==> config.mk <==
export PLATFORM = sky130hd
export DESIGN_NAME = wtcc_top
export DESIGN_NICKNAME = d
export VERILOG_FILES = /design/src/wtcc_pkg.sv /design/src/wtcc_rate_timer.sv /design/src/wtcc_top.sv
export VERILOG_INCLUDE_DIRS = /design/src
export SDC_FILE = /design/constraint.sdc
export NUM_CORES = 1
export LEC_CHECK = 0
export BUFFER_PORTS_ARGS = -buffer_cell sky130_fd_sc_hd__buf_4
export CORE_ASPECT_RATIO = 0.9
export CORE_MARGIN = 4
export CORE_UTILIZATION = 59
export DETAILED_ROUTE_END_ITERATION = 8
export HOLD_SLACK_MARGIN = 0.1
export PLACE_DENSITY = 0.86
export RECOVER_POWER = 25
export SYNTH_ARGS = -nofsm -noshare
export SYNTH_HDL_FRONTEND = slang
export SYNTH_HIERARCHICAL = 1
export SYNTH_SLANG_ARGS = --single-unit
==> constraint.sdc <==
create_clock -name clk_i -period 8.94 [get_ports clk_i]
set_input_delay 0.447 -clock clk_i [delete_from_list [all_inputs] [get_ports clk_i]]
set_output_delay 0.447 -clock clk_i [all_outputs]
set_load 0.05 [all_outputs]
==> src/wtcc_consts.svh <==
`ifndef WTCC_CONSTS_SVH
`define WTCC_CONSTS_SVH

// Watchdog service words, written in this order
`define WTCC_SVC_ARM      8'h55
`define WTCC_SVC_FIRE     8'hAA

// Rate select fields: zero means stopped
`define WTCC_RATE_W       3
`define WTCC_RATE_OFF     3'h0

// Timer period is 2^(BASE + 2*rate) gated oscillator ticks
`define WTCC_TMR_BASE     9
`define WTCC_TMR_CW       24

// Gated oscillator tick: one pulse every OSC_DIV system clocks
`define WTCC_OSC_DIV      4

// Clock quality check window and good-oscillator edge count
`define WTCC_QC_WINDOW    50000
`define WTCC_QC_EDGES     4096

// Length of the internal reset pulse in clocks
`define WTCC_RST_CYC      16

// Reset value of the stable pin levels {osc_clk, osc_fail, ext_reset_n}
`define WTCC_PIN_RST      3'h1

`endif

==> src/wtcc_pkg.sv <==
`include "wtcc_consts.svh"

package wtcc_pkg;

    // Watchdog control word
    typedef struct packed {
        logic                     window_en;
        logic                     pstop_en;
        logic [`WTCC_RATE_W-1:0]  rate;
    } wtcc_wdog_ctl_t;

    // Tick timer control word
    typedef struct packed {
        logic                     irq_en;
        logic                     pstop_en;
        logic [`WTCC_RATE_W-1:0]  rate;
    } wtcc_tick_ctl_t;

    // Clock monitor and PLL configuration
    typedef struct packed {
        logic monitor_en;
        logic self_clk_en;
        logic self_clk_irq_en;
        logic pll_on;
    } wtcc_clk_cfg_t;

    // Wait mode configuration bits, freely combinable
    typedef struct packed {
        logic stop_pll;
        logic stop_core;
        logic stop_system;
        logic stop_tick;
        logic stop_watchdog;
        logic reduce_amp;
    } wtcc_wait_cfg_t;

    // Wait entry and exit sequence
    typedef enum logic [2:0] {
        WTCC_RUN,
        WTCC_W_PLL_CLOCK_SELECT,
        WTCC_W_PLL,
        WTCC_W_CORE,
        WTCC_W_SYS,
        WTCC_W_ACTIVE
    } wtcc_wait_st_t;

endpackage

==> src/wtcc_rate_timer.sv <==
`include "wtcc_consts.svh"

module wtcc_rate_timer
    import wtcc_pkg::*;
#(
    parameter int CW   = `WTCC_TMR_CW,
    parameter int BASE = `WTCC_TMR_BASE
) (
    // Clock and controls
    input  wire logic                    clk_i,
    input  wire logic                    clr_i,
    input  wire logic                    ce_i,
    input  wire logic                    restart_i,
    input  wire logic [`WTCC_RATE_W-1:0] rate_i,
    // Status
    output logic                         expire_o,
    output logic                         late_o
);

    logic [CW-1:0] cnt_ff;
    logic [CW-1:0] last;
    logic [CW-1:0] quarter;

    // Period end and start of the final quarter for the chosen rate
    always_comb begin
        last    = (CW'(1) << (BASE + 2 * int'(rate_i))) - CW'(1);
        quarter = last - (last >> 2);
    end

    assign expire_o = ce_i & (cnt_ff == last);
    assign late_o   = (cnt_ff >= quarter);

    // Up counter, wraps at period end so the next period starts at once
    always_ff @(posedge clk_i) begin
        if (clr_i || restart_i) begin
            cnt_ff <= '0;
        end else if (expire_o) begin
            cnt_ff <= '0;
        end else if (ce_i) begin
            cnt_ff <= cnt_ff + CW'(1);
        end
    end

endmodule

==> src/wtcc_top.sv <==
`include "wtcc_consts.svh"

module wtcc_top
    import wtcc_pkg::*;
#(
    parameter int OSC_DIV   = `WTCC_OSC_DIV,
    parameter int QC_WINDOW = `WTCC_QC_WINDOW,
    parameter int QC_EDGES  = `WTCC_QC_EDGES,
    parameter int RST_CYC   = `WTCC_RST_CYC,
    parameter int TMR_BASE  = `WTCC_TMR_BASE
) (
    // Clock and reset
    input  wire logic           clk_i,
    input  wire logic           reset_n_i,
    // Watchdog control and service writes
    input  wire logic           wdog_ctl_wr_i,
    input  wire wtcc_wdog_ctl_t wdog_ctl_i,
    input  wire logic           svc_wr_i,
    input  wire logic [7:0]     svc_data_i,
    // Tick timer control
    input  wire logic           tick_ctl_wr_i,
    input  wire wtcc_tick_ctl_t tick_ctl_i,
    input  wire logic           tick_flag_clr_i,
    // Clock configuration
    input  wire wtcc_clk_cfg_t  clk_cfg_i,
    input  wire logic           self_clock_flag_clr_i,
    input  wire logic           pll_sel_set_i,
    input  wire logic           pll_sel_clr_i,
    input  wire logic           pseudo_stop_i,
    // Wait mode requests from the core
    input  wire logic           wait_req_i,
    input  wire wtcc_wait_cfg_t wait_cfg_i,
    input  wire logic           wake_irq_i,
    // Pins from outside the clock domain
    input  wire logic           ext_reset_n_i,
    input  wire logic           osc_fail_i,
    input  wire logic           osc_clk_i,
    // Reset outputs
    output logic                sys_reset_o,
    output logic                cm_reset_o,
    // Timer status
    output logic                wdog_en_o,
    output logic                tick_flag_o,
    output logic                tick_irq_o,
    // Self-clock status
    output logic                self_clock_mode_o,
    output logic                self_clock_flag_o,
    output logic                self_clock_irq_o,
    output logic                qc_active_o,
    // Clock controls
    output logic                pll_sel_o,
    output logic                pll_enable_o,
    output logic                voltage_regulator_keep_o,
    output logic                core_clk_en_o,
    output logic                sys_clk_en_o,
    output logic                osc_reduce_o,
    output logic                wait_active_o
);

    localparam int DW = $clog2(OSC_DIV + 1);
    localparam int QW = $clog2(QC_WINDOW + 1);
    localparam int EW = $clog2(QC_EDGES + 1);
    localparam int RW = $clog2(RST_CYC + 1);

    logic [2:0]     s1_ff;
    logic [2:0]     s2_ff;
    logic [2:0]     s3_ff;
    logic [2:0]     lvl_ff;
    logic           osc_prev_ff;
    logic [DW-1:0]  div_ff;
    logic           osc_en_ff;
    logic           rst_act_ff;
    logic           cm_rst_ff;
    logic [RW-1:0]  rst_cnt_ff;
    wtcc_wdog_ctl_t wdog_cfg_ff;
    logic           wdog_en_ff;
    logic           armed_ff;
    wtcc_tick_ctl_t tick_cfg_ff;
    logic           tick_flag_ff;
    logic           tick_irq_ff;
    logic           scm_ff;
    logic           scm_flag_ff;
    logic           scm_irq_ff;
    logic           qc_ff;
    logic [QW-1:0]  qc_win_ff;
    logic [EW-1:0]  qc_edge_ff;
    logic           pll_sel_ff;
    logic           pll_stop_ff;
    logic           pll_en_ff;
    logic           voltage_regulator_ff;
    logic           core_en_ff;
    logic           sys_en_ff;
    logic           reduce_ff;
    logic           wait_act_ff;
    wtcc_wait_st_t  state_ff;

    logic kill;
    logic ext_rst;
    logic fail_lvl;
    logic osc_rise;
    logic wd_run;
    logic wd_expire;
    logic wd_late;
    logic wd_fault;
    logic svc_word;
    logic svc_early;
    logic svc_ok;
    logic tick_run;
    logic tick_expire;
    logic cm_fault;
    logic scm_entry;
    logic wake;

    // Pins pass three flops; a level counts once stages two and three agree
    always_ff @(posedge clk_i) begin
        if (!reset_n_i) begin
            s1_ff  <= `WTCC_PIN_RST;
            s2_ff  <= `WTCC_PIN_RST;
            s3_ff  <= `WTCC_PIN_RST;
            lvl_ff <= `WTCC_PIN_RST;
        end else begin
            s1_ff  <= {osc_clk_i, osc_fail_i, ext_reset_n_i};
            s2_ff  <= s1_ff;
            s3_ff  <= s2_ff;
            lvl_ff <= (s2_ff & s3_ff) | (lvl_ff & (s2_ff ^ s3_ff));
        end
    end

    assign ext_rst  = !lvl_ff[0];
    assign fail_lvl = lvl_ff[1] & clk_cfg_i.monitor_en;
    assign osc_rise = lvl_ff[2] & !osc_prev_ff;

    // Internal reset clears all control state except the quality checker, self-clock mode and the self-clock flag and interrupt
    assign kill = !reset_n_i | rst_act_ff;

    // Gated oscillator tick; a divider keeps the design on one clock
    always_ff @(posedge clk_i) begin
        if (!reset_n_i) begin
            div_ff      <= '0;
            osc_en_ff   <= 1'b0;
            osc_prev_ff <= 1'b0;
        end else begin
            osc_prev_ff <= lvl_ff[2];
            osc_en_ff   <= (div_ff == DW'(OSC_DIV - 1));
            if (div_ff == DW'(OSC_DIV - 1)) begin
                div_ff <= '0;
            end else begin
                div_ff <= div_ff + DW'(1);
            end
        end
    end

    // Reset generator; an external reset also restores all settings
    always_ff @(posedge clk_i) begin
        if (!reset_n_i) begin
            rst_act_ff <= 1'b0;
            cm_rst_ff  <= 1'b0;
            rst_cnt_ff <= '0;
        end else if (ext_rst || wd_fault || cm_fault) begin
            rst_act_ff <= 1'b1;
            cm_rst_ff  <= cm_fault & !ext_rst;
            rst_cnt_ff <= RW'(RST_CYC - 1);
        end else if (rst_act_ff) begin
            if (rst_cnt_ff == '0) begin
                rst_act_ff <= 1'b0;
                cm_rst_ff  <= 1'b0;
            end else begin
                rst_cnt_ff <= rst_cnt_ff - RW'(1);
            end
        end
    end

    // Watchdog control: off after reset, on by a nonzero rate write
    always_ff @(posedge clk_i) begin
        if (kill) begin
            wdog_cfg_ff <= '0;
            wdog_en_ff  <= 1'b0;
        end else if (wdog_ctl_wr_i) begin
            wdog_cfg_ff <= wdog_ctl_i;
            wdog_en_ff  <= (wdog_ctl_i.rate != `WTCC_RATE_OFF);
        end
    end

    // Counts gated ticks unless frozen by pseudo-stop or wait
    assign wd_run = wdog_en_ff & osc_en_ff
                  & !(pseudo_stop_i & !wdog_cfg_ff.pstop_en)
                  & !(wait_act_ff & wait_cfg_i.stop_watchdog);

    wtcc_rate_timer #(
        .CW   (`WTCC_TMR_CW),
        .BASE (TMR_BASE)
    ) u_wdog_tmr (
        .clk_i     (clk_i),
        .clr_i     (kill),
        .ce_i      (wd_run),
        .restart_i (svc_ok | wdog_ctl_wr_i),
        .rate_i    (wdog_cfg_ff.rate),
        .expire_o  (wd_expire),
        .late_o    (wd_late)
    );

    // Service decode; a write outside the window is itself a fault
    assign svc_word  = (svc_data_i == `WTCC_SVC_ARM)
                     | (svc_data_i == `WTCC_SVC_FIRE);
    assign svc_early = wdog_cfg_ff.window_en & !wd_late;
    assign svc_ok    = wdog_en_ff & svc_wr_i & armed_ff & !svc_early
                     & (svc_data_i == `WTCC_SVC_FIRE);
    assign wd_fault  = wdog_en_ff
                     & ((wd_expire & wd_run)
                     | (svc_wr_i & !svc_word)
                     | (svc_wr_i & svc_early));

    // First word arms; any other write disarms
    always_ff @(posedge clk_i) begin
        if (kill) begin
            armed_ff <= 1'b0;
        end else if (wdog_en_ff && svc_wr_i) begin
            armed_ff <= (svc_data_i == `WTCC_SVC_ARM);
        end
    end

    // Tick control; every write restarts the period
    always_ff @(posedge clk_i) begin
        if (kill) begin
            tick_cfg_ff <= '0;
        end else if (tick_ctl_wr_i) begin
            tick_cfg_ff <= tick_ctl_i;
        end
    end

    assign tick_run = (tick_cfg_ff.rate != `WTCC_RATE_OFF) & osc_en_ff
                    & !(pseudo_stop_i & !tick_cfg_ff.pstop_en)
                    & !(wait_act_ff & wait_cfg_i.stop_tick);

    wtcc_rate_timer #(
        .CW   (`WTCC_TMR_CW),
        .BASE (TMR_BASE)
    ) u_tick_tmr (
        .clk_i     (clk_i),
        .clr_i     (kill),
        .ce_i      (tick_run),
        .restart_i (tick_ctl_wr_i),
        .rate_i    (tick_cfg_ff.rate),
        .expire_o  (tick_expire),
        .late_o    ()
    );

    // Tick flag: a period end in the clearing cycle still sets it
    always_ff @(posedge clk_i) begin
        if (kill) begin
            tick_flag_ff <= 1'b0;
            tick_irq_ff  <= 1'b0;
        end else begin
            if (tick_expire) begin
                tick_flag_ff <= 1'b1;
            end else if (tick_flag_clr_i) begin
                tick_flag_ff <= 1'b0;
            end
            tick_irq_ff <= tick_flag_ff & tick_cfg_ff.irq_en;
        end
    end

    // Clock loss: reset without self-clock, else enter self-clock mode
    assign cm_fault  = fail_lvl & !clk_cfg_i.self_clk_en & !rst_act_ff;
    assign scm_entry = fail_lvl & clk_cfg_i.self_clk_en & !scm_ff;

    // Quality checker survives internal resets so checking goes on
    always_ff @(posedge clk_i) begin
        if (!reset_n_i) begin
            scm_ff     <= 1'b0;
            qc_ff      <= 1'b0;
            qc_win_ff  <= '0;
            qc_edge_ff <= '0;
        end else if (scm_entry) begin
            scm_ff     <= 1'b1;
            qc_ff      <= 1'b1;
            qc_win_ff  <= '0;
            qc_edge_ff <= '0;
        end else if (qc_ff) begin
            if (osc_rise && qc_edge_ff == EW'(QC_EDGES - 1)) begin
                qc_ff  <= 1'b0;
                scm_ff <= 1'b0;
            end else if (qc_win_ff == QW'(QC_WINDOW - 1)) begin
                qc_win_ff  <= '0;
                qc_edge_ff <= '0;
            end else begin
                qc_win_ff  <= qc_win_ff + QW'(1);
                qc_edge_ff <= qc_edge_ff + EW'(osc_rise);
            end
        end
    end

    // Self-clock flag: entry wins over a clear in the same cycle
    always_ff @(posedge clk_i) begin
        if (!reset_n_i) begin
            scm_flag_ff <= 1'b0;
            scm_irq_ff  <= 1'b0;
        end else begin
            if (scm_entry) begin
                scm_flag_ff <= 1'b1;
            end else if (self_clock_flag_clr_i) begin
                scm_flag_ff <= 1'b0;
            end
            scm_irq_ff <= scm_flag_ff & clk_cfg_i.self_clk_irq_en;
        end
    end

    // PLL select: hardware clears take priority over software sets
    always_ff @(posedge clk_i) begin
        if (kill) begin
            pll_sel_ff <= 1'b0;
        end else if (scm_entry) begin
            pll_sel_ff <= 1'b0;
        end else if (state_ff == WTCC_W_PLL_CLOCK_SELECT && wait_cfg_i.stop_pll) begin
            pll_sel_ff <= 1'b0;
        end else if (pll_sel_clr_i) begin
            pll_sel_ff <= 1'b0;
        end else if (pll_sel_set_i && !scm_ff) begin
            pll_sel_ff <= 1'b1;
        end
    end

    // Wake on any interrupt; self-clock wakes only when its enable is set
    assign wake = wake_irq_i | tick_irq_ff | scm_irq_ff;

    // Wait sequence: one gating step per clock, reversed at once on wake
    always_ff @(posedge clk_i) begin
        if (kill) begin
            state_ff    <= WTCC_RUN;
            pll_stop_ff <= 1'b0;
            core_en_ff  <= 1'b1;
            sys_en_ff   <= 1'b1;
            wait_act_ff <= 1'b0;
        end else if (state_ff != WTCC_RUN && wake) begin
            state_ff    <= WTCC_RUN;
            pll_stop_ff <= 1'b0;
            core_en_ff  <= 1'b1;
            sys_en_ff   <= 1'b1;
            wait_act_ff <= 1'b0;
        end else begin
            case (state_ff)
                WTCC_RUN: begin
                    if (wait_req_i) begin
                        state_ff <= WTCC_W_PLL_CLOCK_SELECT;
                    end
                end
                WTCC_W_PLL_CLOCK_SELECT: begin
                    state_ff <= WTCC_W_PLL;
                end
                WTCC_W_PLL: begin
                    pll_stop_ff <= wait_cfg_i.stop_pll;
                    state_ff    <= WTCC_W_CORE;
                end
                WTCC_W_CORE: begin
                    core_en_ff <= !(wait_cfg_i.stop_core
                                  | wait_cfg_i.stop_system);
                    state_ff   <= WTCC_W_SYS;
                end
                WTCC_W_SYS: begin
                    sys_en_ff   <= !wait_cfg_i.stop_system;
                    wait_act_ff <= 1'b1;
                    state_ff    <= WTCC_W_ACTIVE;
                end
                default: begin
                    state_ff <= WTCC_W_ACTIVE;
                end
            endcase
        end
    end

    // PLL and regulator stay up while self-clock or a check runs, but drop during an internal reset
    always_ff @(posedge clk_i) begin
        if (kill) begin
            pll_en_ff <= 1'b0;
            voltage_regulator_ff   <= 1'b0;
            reduce_ff <= 1'b0;
        end else begin
            pll_en_ff <= scm_ff | qc_ff
                       | (clk_cfg_i.pll_on & !pll_stop_ff);
            voltage_regulator_ff   <= scm_ff | qc_ff;
            reduce_ff <= wait_act_ff & wait_cfg_i.reduce_amp;
        end
    end

    // Outputs, each from a flop
    assign sys_reset_o       = rst_act_ff;
    assign cm_reset_o        = cm_rst_ff;
    assign wdog_en_o         = wdog_en_ff;
    assign tick_flag_o       = tick_flag_ff;
    assign tick_irq_o        = tick_irq_ff;
    assign self_clock_mode_o = scm_ff;
    assign self_clock_flag_o = scm_flag_ff;
    assign self_clock_irq_o  = scm_irq_ff;
    assign qc_active_o       = qc_ff;
    assign pll_sel_o         = pll_sel_ff;
    assign pll_enable_o      = pll_en_ff;
    assign voltage_regulator_keep_o       = voltage_regulator_ff;
    assign core_clk_en_o     = core_en_ff;
    assign sys_clk_en_o      = sys_en_ff;
    assign osc_reduce_o      = reduce_ff;
    assign wait_active_o     = wait_act_ff;

endmodule

* After elaboration in Yosys (flattened, before gate mapping) *
Index checks and enable logic that the tools add are counted.

word-level totals
  logic and storage cells = 187
  input bits = 43
  latch bits = 0
  register bits = 130
  memory bits (read-only) = 0
  bits in writable memories = 0
  memories kept = 0

operators by class
  bitwise operators = 49
  reductions and logical operators = 50
  $lt $le $gt $ge = 1
  muxes and demuxes = 23
  add/subtract/negate cells = 11
  div/mod/pow operators = 0
  eq/ne operators = 13
  multipliers = 0
  shift operators = 2

operators by type and width
  cell                   count
  $shl 1x32->24 const A  2
  $add 24x1->24 const B  2
  $eq 24x24->1           2
  $sub 24x2->24 const B  2
  $and 1x1->1            32
  $ge 24x24->1           1
  $sub 24x22->24         1
  $logic_not 1->1        18
  $add 16x1->16 const B  1
  $eq 16x16->1 const B   1
  $mux 1                 16
  $mux 16                1
  $add 13x1->13          1
  $eq 13x12->1 const B   1
  $mux 13                1
  $mux 4                 3
  $pmux 3 s4             1
  $reduce_bool 2->1      6
  $reduce_or 2->1        6
  $add 4x4->5 const A    2
  $or 1x1->1             10
  $reduce_and 2->1       5
  $eq 3x2->1 const B     3
  $reduce_bool 3->1      3
  17 further kinds       28

* Logic depth before layout (Yosys ltp) *
Gate-level depths: netlist (run 1).

  depth in word-level cells = 14
  depth in mapped cells = 23
  depth with buffers taken out = 21

* By module *
The synthesis (run 1) kept the hierarchy.

modules (own cells, without submodules)
  module           cells an instance  area each (um^2)  times used  seq. area each (um^2)
  wtcc_rate_timer  275                2182.1            2           480.5
  wtcc_top         367                3367.0            1           1641.6

* Worst setup path after synthesis (run 1) *
OpenSTA, ideal clock, no wires.

  path kind = register -> register
  start point = register wdog_cfg_ff[2] (netlist name)
  end point = register u_wdog_tmr.cnt_ff[13]
  slack = 5.383 ns
  required time = 8.875 ns
  buffers on the path = 3
  data arrival time = 3.491 ns
  library setup time = 0.065 ns
  stages on the path, launching flop included = 23
  cells stage by stage = dfxtp_1 -> buf_4 -> clkbuf_1 -> a21oi_1 -> ha_1 -> a21oi_1 -> o21ai_0 -> o21ai_0 -> nand2_1 -> xnor2_1 -> ha_1 -> a21o_1 -> a31oi_1 -> o211ai_1 -> o21ai_0 -> nand2_1 -> nand2b_1 -> nand4_1 -> o21bai_1 -> nor2_1 -> o31ai_4 -> buf_6 -> nor2_1

on the way
  word-level cells in the longest chain between the ends = 13
  elaborated cells on any way between the ends = 15
  classes of those cells = add/sub (3); order compare (1); eq/ne (1); shift (1); bitwise (5); reduce/logical (4)

RTL lines
  element                    line                   RTL
  start, declared            wtcc_top.sv:75         wtcc_wdog_ctl_t wdog_cfg_ff;
  start signal, assigned     wtcc_top.sv:179        wdog_cfg_ff <= wdog_ctl_i;
  $add 4x4->5                wtcc_rate_timer.sv:26  last = (CW'(1) << (BASE + 2 * int'(rate_i))) - CW'(1);
  $shl 1x32->24              wtcc_rate_timer.sv:26
  $sub 24x2->24              wtcc_rate_timer.sv:26
  $sub 24x22->24             wtcc_rate_timer.sv:27  quarter = last - (last >> 2);
  $ge 24x24->1               wtcc_rate_timer.sv:31  assign late_o = (cnt_ff >= quarter);
  via wd_late                wtcc_top.sv:103        logic wd_late;
  $logic_not 1->1            wtcc_top.sv:205        assign svc_early = wdog_cfg_ff.window_en & !wd_late;
  $and 1x1->1                wtcc_top.sv:205
  $logic_not 1->1            wtcc_top.sv:206        assign svc_ok = wdog_en_ff & svc_wr_i & armed_ff & !svc_early
  $and 1x1->1 (2 in a row)   wtcc_top.sv:206
  $or 1x1->1                 wtcc_top.sv:196        .restart_i (svc_ok | wdog_ctl_wr_i),
  $logic_or 1x1->1           wtcc_rate_timer.sv:35  if (clr_i || restart_i) begin
  $reduce_or 2->1 (no line)  n/a
  end signal, assigned       wtcc_rate_timer.sv:40  cnt_ff <= cnt_ff + CW'(1);
  end, declared              wtcc_rate_timer.sv:20  logic [CW-1:0] cnt_ff;

The timed path passes the listed nets, and every way through them passes these cells.
A chain may end at the register's enable or synchronous reset.

* Worst setup path after layout (run 1) *
  start point = register wdog_cfg_ff[2] (netlist name)
  end point = register u_wdog_tmr.cnt_ff[8]

The elaborated chain is that of the path after synthesis.

==> impl_metrics.toml, run 1 <==
[grt]
grt_util_all_layers = 0.236
first_global_vias = 5480
grt_start_max_net_pins = 30
grt_pass1_wl_um = 25900
number_of_antenna_violations_at_the_first_check_in_global_routing = 0
overflow = 0

[floorplan]
floorplan.die.height_um = 110
io-pin-count = 59
rows = 37
die_area_um2 = 13500
dieWidth_um = 122
core_um2 = 11400
initial_utilization = 0.602

[flow_run]
maxCapViolCount = 0

[cells_and_area]
nets = 937
drive_gt1_frac = 0.110
areaGrowthSynthToFinish_pct = 15.6
antenna_cells = 0
final_cells = 1019
mostFrequentLayoutCell = "dfxtp_1"
final_cell_mix = "dfxtp_1 (130), nor2_1 (127), nand2_1 (56)"

[timing]
max_slew_vio_count = 0
grt_setup_unrepaired = "false"
finalHoldViolCount = 0
period_share = 0.494
final.setup.worst_slack_ns = 4.52
finClkSkew_ns = 0.0160
totalNegativeSetupSlack_ns = 0
setup-violations-final = 0
timing.hold.ws_ns = 0.179
tightestPinTransition_ns = 1.13
finalWorstPathRequiredPeriod_ns = 4.42
max-slew-margin-rel = 0.245
max_freq_mhz = 226

[pwr]
vdd.ir_drop.worst_uv = 139
internal_portion_of_total_power_w = 0.00114
clockPowerShare = 0.489
power_switching_w = 0.000376
comb_power_share = 0.110
post-layout-total-power_w = 0.00152
switching_share = 0.248
seq_power_share = 0.401
p_leak_nw = 3.18
power-per-cell-area_nw_per_um2 = 191

[clocking]
number_of_post_cts_setup_repair_buffers = 0
path_clk_slew_ns = 0.06
cts-root-buf = "clkbuf_16"
cts_made_buffers = 17
cts_resized = 0
cts_buffer_depth = 2
holdBufCountCts = 0
htree_num_levels = 4
tritoncts = "yes"
clk_sink_count = 130
worst_skew_pair.late_latency_ns = 0.43

[placed_design]
place_ws_ns = 4.71
routabilityCongestion = 0.950
placedCellCount = 987
placement.io_buffers = 58
dp_hpwl_um = 10400

[routing]
wl_per_cell_um = 15.3
highest-signal-layer = "met4"
drt_pass1_iterations = 5
drtIter0Drc = 444
vias = 5824
routed-wl-met2_um = 7440
totalWireLength_um = 15600
met1_length_um = 6920
antenna_left = 0
drc_errors = 0
detail_route.vias_per_cell = 5.72
routed_length_on_met3_um = 789

[critical_path]
critPathMaxFanout = 24
critPathKind = "flip-flop to flip-flop"
startpoint_type = "flip-flop"
required_ns = 9.29
worstSetupEndpointType = "flip-flop"
ff2ff_path_depth = 20
cp_data_arrival_time_ns = 4.77

[synthesis]
ys_warn_count = 6
syn_avg_cell_area_um2 = 8.58
netlist_area_um2 = 6880
postSynthCellCount = 802

[status]
outcome = "finished, final reports clean"

[worst_hold_path]
min_path_type = "input port to flip-flop"
holdPathStages = 2
==> metrics by stage <==
step	util	instance area, µm²
finish	0.696	7960
global route	0.696	7960
CTS	0.699	8000
detailed placement	0.643	7360
global placement	0.643	7360
floorplan	-	6900
==> power by group through the flow <==
stage	logic [W]	clock network, W	registers [W]
finish	0.000167	0.000743	0.000609
global route	0.000187	0.000778	0.000611
CTS	0.000166	0.000749	0.000609
detailed placement	0.000163	0	0.000620
global placement	0.000158	0	0.000620
floorplan	0.000125	0	0.000619
==> worst max-delay path, cell delays in order, from the launching register on <==
cell and delay [ns]:
dfxtp_1 0.75, inv_1 0.24, nand2_1 0.16, inv_1 0.06, ha_1 0.41, a21oi_1 0.10
o21ai_0 0.21, nor2_1 0.11, o211ai_1 0.28, xnor2_1 0.18, ha_1 0.28, a21o_1 0.20
a21o_1 0.19, a21oi_1 0.14, nand2_1 0.07, nand2b_1 0.17, nand4_1 0.10, o21bai_1 0.06
nor2_1 0.18, o31ai_4 0.26, nor2_1 0.19
==> registers in the layout (all words and copies together), names as in the netlist, 5 cells and up <==
register	count
rst_cnt_ff	5
u_wdog_tmr/cnt_ff	24
wdog_cfg_ff	5
tick_cfg_ff	5
qc_win_ff	16
u_tick_tmr/cnt_ff	24
qc_edge_ff	13
==> path summary, 6_finish.rpt <==
path | startpoint | endpoint | slack, ns
setup / recovery | wdog_cfg_ff[2] | u_wdog_tmr/cnt_ff[8] | 4.52
hold / removal | pll_sel_clr_i | pll_sel_o | 0.18
setup reg to reg | wdog_cfg_ff[2] | u_wdog_tmr/cnt_ff[8] | 4.52
hold reg to reg | s1_ff[0] | s2_ff[0] | 0.42
==> area by class of cell <==
cell class              instances  area, µm²
clock inverters                14        201
clock buffers                  18        439
repair buffers                 60        413
multi-input cells             614       4010
fillers                       848       3480
well taps                     156        195
flip-flops and latches        130       2600
inverters                      27        101
==> routing by layer <==
layer  track usage  vias to the layer above
met4        0.0904                        0
li1              -                     2884
met5             0                        -
met1         0.305                     2740
met2         0.379                      168
met3        0.0594                       32
Note: power is estimated with default switching activity, not from simulation.
==> run 2, diff against run 1 <==
==> constraint.sdc (replaced) <==
create_clock -name clk_i -period 4.27 [get_ports clk_i]
set_input_delay 0.2135 -clock clk_i [delete_from_list [all_inputs] [get_ports clk_i]]
set_output_delay 0.2135 -clock clk_i [all_outputs]
set_load 0.05 [all_outputs]
==> impl_metrics.toml, run 2 (synthesis results as in run 1) <==
[timing]
setup-violations-final = 0
period_share = 0.928
max-slew-margin-rel = 0.274
max_slew_vio_count = 0
finClkSkew_ns = 0.00922
tightestPinTransition_ns = 1.09
timing.hold.ws_ns = 0.105
finalWorstPathRequiredPeriod_ns = 3.96
max_freq_mhz = 252
finalHoldViolCount = 0

[status]
outcome = "finished, final reports clean"

[grt]
grt_pass1_wl_um = 27100
number_of_antenna_violations_at_the_first_check_in_global_routing = 0
overflow = 0
first_global_vias = 5699
grt_util_all_layers = 0.246
grt_start_max_net_pins = 30

[pwr]
vdd.ir_drop.worst_uv = 375
p_leak_nw = 3.27
seq_power_share = 0.403
power-per-cell-area_nw_per_um2 = 386
switching_share = 0.252
power_switching_w = 0.000793
comb_power_share = 0.122
internal_portion_of_total_power_w = 0.00236
clockPowerShare = 0.475

[critical_path]
crit_start = "wdog_cfg_ff[2]"
critPathMaxFanout = 12
worstSetupEndpointType = "flip-flop"
crit_slowest_cell = "or3_1"
required_ns = 4.61
ff2ff_path_depth = 19
worstSetupPathDepth = 19
critical_path.reg2reg.startpoint = "wdog_cfg_ff[2]"
startpoint_type = "flip-flop"
cp_data_arrival_time_ns = 4.30
cp.buffers_inverters = 1
reg2reg_slack_ns = 0.31
crit_path_end = "u_wdog_tmr/cnt_ff[2]"
reg2reg_to = "u_wdog_tmr/cnt_ff[2]"
timing.critical_path.slowest_cell_delay_ns = 0.46
critPathKind = "flip-flop to flip-flop"
timing.critical_path.max_delay_family = "simple AND/OR/NAND/NOR gates"
worstPathCellList = "or3_1 > ha_1 > a21oi_1 > o21ai_0 > nor2_1 > xnor2_1 > ha_1 > and4_1 > a221oi_1 > o211ai_1 > o21ai_0 > nand2_1 > nand2b_1 > nand4_1 > o21bai_1 > nor2_2 > buf_4 > o31ai_4 > nor2_1"

[cells_and_area]
final_area_um2 = 8180
areaGrowthSynthToFinish_pct = 18.8
antenna_cells = 0
drive_gt1_frac = 0.112
mostFrequentLayoutCell = "dfxtp_1"
nets = 963
reg_top3 = "u_tick_tmr/cnt_ff (24), u_wdog_tmr/cnt_ff (24), qc_win_ff (16)"
final_cell_mix = "dfxtp_1 (130), nor2_1 (126), nand2_1 (56)"

[routing]
vias = 6018
wl_per_cell_um = 15.9
drtIter0Drc = 491
totalWireLength_um = 16600
drc_errors = 0
drt_pass1_iterations = 5
detail_route.vias_per_cell = 5.76
antenna_left = 0

[clocking]
cts-root-buf = "clkbuf_16"
clk_sink_count = 130
cts_buffer_depth = 2
tritoncts = "yes"
path_clk_slew_ns = 0.06
htree_num_levels = 4
cts_made_buffers = 17
worst_skew_pair.late_latency_ns = 0.41

[placed_design]
dpl-instance-area_um2 = 7390
placement.io_buffers = 58
dp_hpwl_um = 10400
routabilityCongestion = 0.928

[floorplan]
die_area_um2 = 13500
io-pin-count = 59
dieWidth_um = 122
floorplan.die.height_um = 110
initial_utilization = 0.602
core_um2 = 11400
rows = 37

[flow_run]
maxCapViolCount = 0

[worst_hold_path]
min_from = "wdog_ctl_i[1]"
min_path_type = "input port to flip-flop"
run 2: cell count changes in the layout (fill, tap and decap cells not counted), moves of 2 or more:
cell | previous run | this run
clkbuf_1 | 10 | 13
inv_6 | 3 | 1
dlygate4sd3_1 | 0 | 19
clkinv_2 | 1 | 4
clkinv_4 | 4 | 2
clkbuf_4 | 0 | 2
and2_1 | 10 | 12
and2_0 | 7 | 5
run 2: repair_timing:
item,CTS,global route
setup endpoints to repair,0,17
hold endpoints to repair,19,0
resized for setup,0,2
buffers inserted,0,2
hold buffers,19,0
run 2: how the worst min path moves through the flow:
stage | to | cells past startpoint
2_1_floorplan | pll_sel_o | 1
3_3_place_gp | pll_sel_o | 2
3_5_place_dp | pll_sel_o | 2
4_1_cts | wdog_cfg_ff[1] | 3
5_1_grt | wdog_cfg_ff[1] | 3
6_report | wdog_cfg_ff[1] | 3
run 2: final cells by class:
cell class | count | area (µm²)
clock buffers | 19 | 453
clock inverters | 13 | 159
fillers | 785 | 3260
inverters | 27 | 101
multi-input cells | 615 | 4030
flip-flops and latches | 130 | 2600
well taps | 156 | 195
repair buffers | 85 | 637
run 2: worst reg2reg max path, cell delays in order (launching register included):
cell and delay [ns]:
dfxtp_1 0.32, or3_1 0.46, ha_1 0.44, a21oi_1 0.09, o21ai_0 0.25, nor2_1 0.13
xnor2_1 0.14, ha_1 0.28, and4_1 0.22, a221oi_1 0.23, o211ai_1 0.12, o21ai_0 0.19
nand2_1 0.09, nand2b_1 0.16, nand4_1 0.10, o21bai_1 0.08, nor2_2 0.12, buf_4 0.14
o31ai_4 0.14, nor2_1 0.17
run 2: per-layer routing:
metal  share of wire  track usage  up-vias
met5               0            0        -
met2            0.48        0.402      230
li1                -            -     2930
met3           0.057       0.0481       51
met1            0.43        0.313     2807
met4           0.032        0.110        0
run 2: power groups by stage:
stage | Clock [W] | Combinational, W | Sequential (W)
2_1_floorplan | 0 | 0.000261 | 0.00130
3_3_place_gp | 0 | 0.000341 | 0.00129
3_5_place_dp | 0 | 0.000348 | 0.00129
4_1_cts | 0.00149 | 0.000370 | 0.00127
5_1_grt | 0.00156 | 0.000423 | 0.00127
6_report | 0.00150 | 0.000386 | 0.00127
run 2: through the flow:
step | utilization | setup TNS, ns | std cells | setup WS [ns] | total power [W]
6_report | 0.715 | 0 | 1045 | 0.306 | 0.00315
5_1_grt | 0.715 | -0.348 | 1045 | -0.0424 | 0.00325
4_1_cts | 0.716 | 0 | 1042 | 0.346 | 0.00313
3_5_place_dp | 0.646 | 0 | 991 | 0.380 | 0.00164
3_3_place_gp | 0.646 | 0 | 991 | 0.473 | 0.00163
2_1_floorplan | - | 0 | 805 | 0.713 | 0.00156
==> run 3, diff against run 2 <==
--- a/config.mk
+++ b/config.mk
@@ -6,7 +6,7 @@
 export SDC_FILE = /design/constraint.sdc
 export NUM_CORES = 1
 export LEC_CHECK = 0
-export BUFFER_PORTS_ARGS = -buffer_cell sky130_fd_sc_hd__buf_4
+export BUFFER_PORTS_ARGS = -buffer_cell sky130_fd_sc_hd__buf_2
 export CORE_ASPECT_RATIO = 0.9
 export CORE_MARGIN = 4
 export CORE_UTILIZATION = 59
==> impl_metrics.toml, run 3 (synthesis results as in run 1) <==
[critical_path]
worstSetupEndpointType = "flip-flop"
critPathMaxFanout = 7
timing.critical_path.slowest_cell_delay_ns = 0.48
critPathKind = "flip-flop to flip-flop"
reg2reg_slack_ns = 0.25
cp_data_arrival_time_ns = 4.37
crit_slowest_cell = "or3_1"
ff2ff_path_depth = 18
startpoint_type = "flip-flop"
critical_path.reg2reg.startpoint = "wdog_cfg_ff[2]"
required_ns = 4.62
reg2reg_to = "u_wdog_tmr/cnt_ff[11]"
worstPathCellList = "or3_1 > ha_1 > a21oi_1 > o21ai_0 > a31oi_1 > xor2_1 > ha_1 > and4_1 > a221oi_1 > o211ai_1 > o21ai_0 > nand2_1 > nand2b_1 > nand4_1 > o21bai_1 > nor2_4 > o31ai_2 > nor2_1"

[worst_hold_path]
min_path_type = "input port to flip-flop"
min_from = "self_clock_flag_clr_i"
timing.hold.worst_endpoint = "self_clock_flag_o"
holdPathStages = 3

[pwr]
vdd.ir_drop.worst_uv = 297
power-per-cell-area_nw_per_um2 = 401
p_leak_nw = 3.22

[floorplan]
die_area_um2 = 13500
io-pin-count = 59
rows = 37
dieWidth_um = 122
initial_utilization = 0.602
floorplan.die.height_um = 110
core_um2 = 11400

[grt]
first_global_vias = 5849
grt_start_max_net_pins = 30
overflow = 0
grt_pass1_wl_um = 27600
number_of_antenna_violations_at_the_first_check_in_global_routing = 1
grt_util_all_layers = 0.251

[timing]
setup-violations-final = 0
max-slew-margin-rel = 0.247
finalWorstPathRequiredPeriod_ns = 4.02
max_freq_mhz = 249
tightestPinTransition_ns = 1.13
totalNegativeSetupSlack_ns = 0
period_share = 0.942
finClkSkew_ns = 0.00767
max_slew_vio_count = 0
finalHoldViolCount = 0

[routing]
vias = 6095
drt_pass1_iterations = 5
totalWireLength_um = 16800
drc_errors = 0
wl_per_cell_um = 16.2
drtIter0Drc = 509
detail_route.vias_per_cell = 5.86
antenna_left = 0

[cells_and_area]
reg_top3 = "u_tick_tmr/cnt_ff (24), u_wdog_tmr/cnt_ff (24), qc_win_ff (16)"
drive_gt1_frac = 0.111
nets = 957
final_cell_mix = "dfxtp_1 (130), nor2_1 (126), nand2_1 (56)"
mostFrequentLayoutCell = "dfxtp_1"
final_area_um2 = 8060
n_fill_cell = 801
areaGrowthSynthToFinish_pct = 17.1

[clocking]
number_of_post_cts_setup_repair_buffers = 0
clk_sink_count = 130
cts_buffer_depth = 2
worst_skew_pair.late_latency_ns = 0.42
cts_made_buffers = 17
tritoncts = "yes"
path_clk_slew_ns = 0.06
htree_num_levels = 4
cts-root-buf = "clkbuf_16"

[placed_design]
routabilityCongestion = 0.903
placement.io_buffers = 58
dpl-instance-area_um2 = 7230
dp_hpwl_um = 10500

[status]
outcome = "finished, final reports clean"

[flow_run]
maxCapViolCount = 0
[run 3: changes by cell type in the layout (fill, tap and decap cells not counted), sizes merged]
cell         delta
o31ai           +1
diode           +1
inv             -1
clkinv          -1
dlygate4sd3     -4
clkbuf          -3
bufinv          +2
[run 3: layout make-up]
class / instances / area [µm²] / area share
Clock buffer: 19 / 443 / 0.0549
Sequential cell: 130 / 2600 / 0.323
Antenna cell: 1 / 2.50 / 0.000310
Tap cell: 156 / 195 / 0.0242
Inverter: 27 / 101 / 0.0126
Timing Repair Buffer: 78 / 463 / 0.0574
Multi-Input combinational cell: 616 / 4050 / 0.502
Clock inverter: 13 / 209 / 0.0259
[run 3: critical path: cells and delay by family, from the launching register on]
kind                       cells  cell delay, ns
DFF                            1            0.36
AOI/OAI and AO/OA              8            1.37
and+or+nand+nor                7            1.37
adders and majority gates      2            0.68
xor gates and xnor gates       1            0.19
[run 3: report_power, final]
group          switching [W]  internal, W  leakage (nW)  total [W]
Sequential         0.0000289      0.00124          1.05    0.00127
Combinational       0.000214     0.000155          1.86   0.000368
Clock               0.000543      0.00105         0.309    0.00159
[run 3: timing repair]
item | 4_1_cts | 5_1_grt
endpoints found under the setup margin | 0 | 24
resized for setup | 0 | 3
hold buffers | 15 | 0
endpoints found under the hold margin | 15 | 0
[run 3: worst max-delay path by stage]
stage | endpoint | slack (ns) | start
CTS | u_wdog_tmr/cnt_ff[2] | 0.29 | wdog_cfg_ff[2]
floorplan | u_wdog_tmr/cnt_ff[13] | 0.71 | wdog_cfg_ff[2]
detailed placement | u_wdog_tmr/cnt_ff[7] | 0.37 | wdog_cfg_ff[2]
global placement | u_wdog_tmr/cnt_ff[20] | 0.47 | wdog_cfg_ff[2]
global route | u_wdog_tmr/cnt_ff[0] | -0.02 | wdog_cfg_ff[2]
finish | u_wdog_tmr/cnt_ff[11] | 0.25 | wdog_cfg_ff[2]
[run 3: stage by stage]
step / total power (W) / setup WS (ns) / hold slack (ns) / utilization / std cells
final: 0.00323 / 0.248 / 0.0978 / 0.705 / 1040
after floorplan: 0.00156 / 0.713 / 0.289 / - / 805
after global routing: 0.00335 / -0.0180 / 0.113 / 0.705 / 1040
after CTS: 0.00322 / 0.287 / 0.102 / 0.703 / 1037
after global placement: 0.00162 / 0.473 / 0.380 / 0.633 / 990
after detailed placement: 0.00163 / 0.372 / 0.384 / 0.633 / 990
[run 3: layer usage]
layer	vias up	GRT usage	wire (µm)
met5	-	0	0
met4	0	0.101	409
met3	38	0.0430	817
met2	209	0.429	8370
met1	2923	0.311	7250
li1	2925	-	-
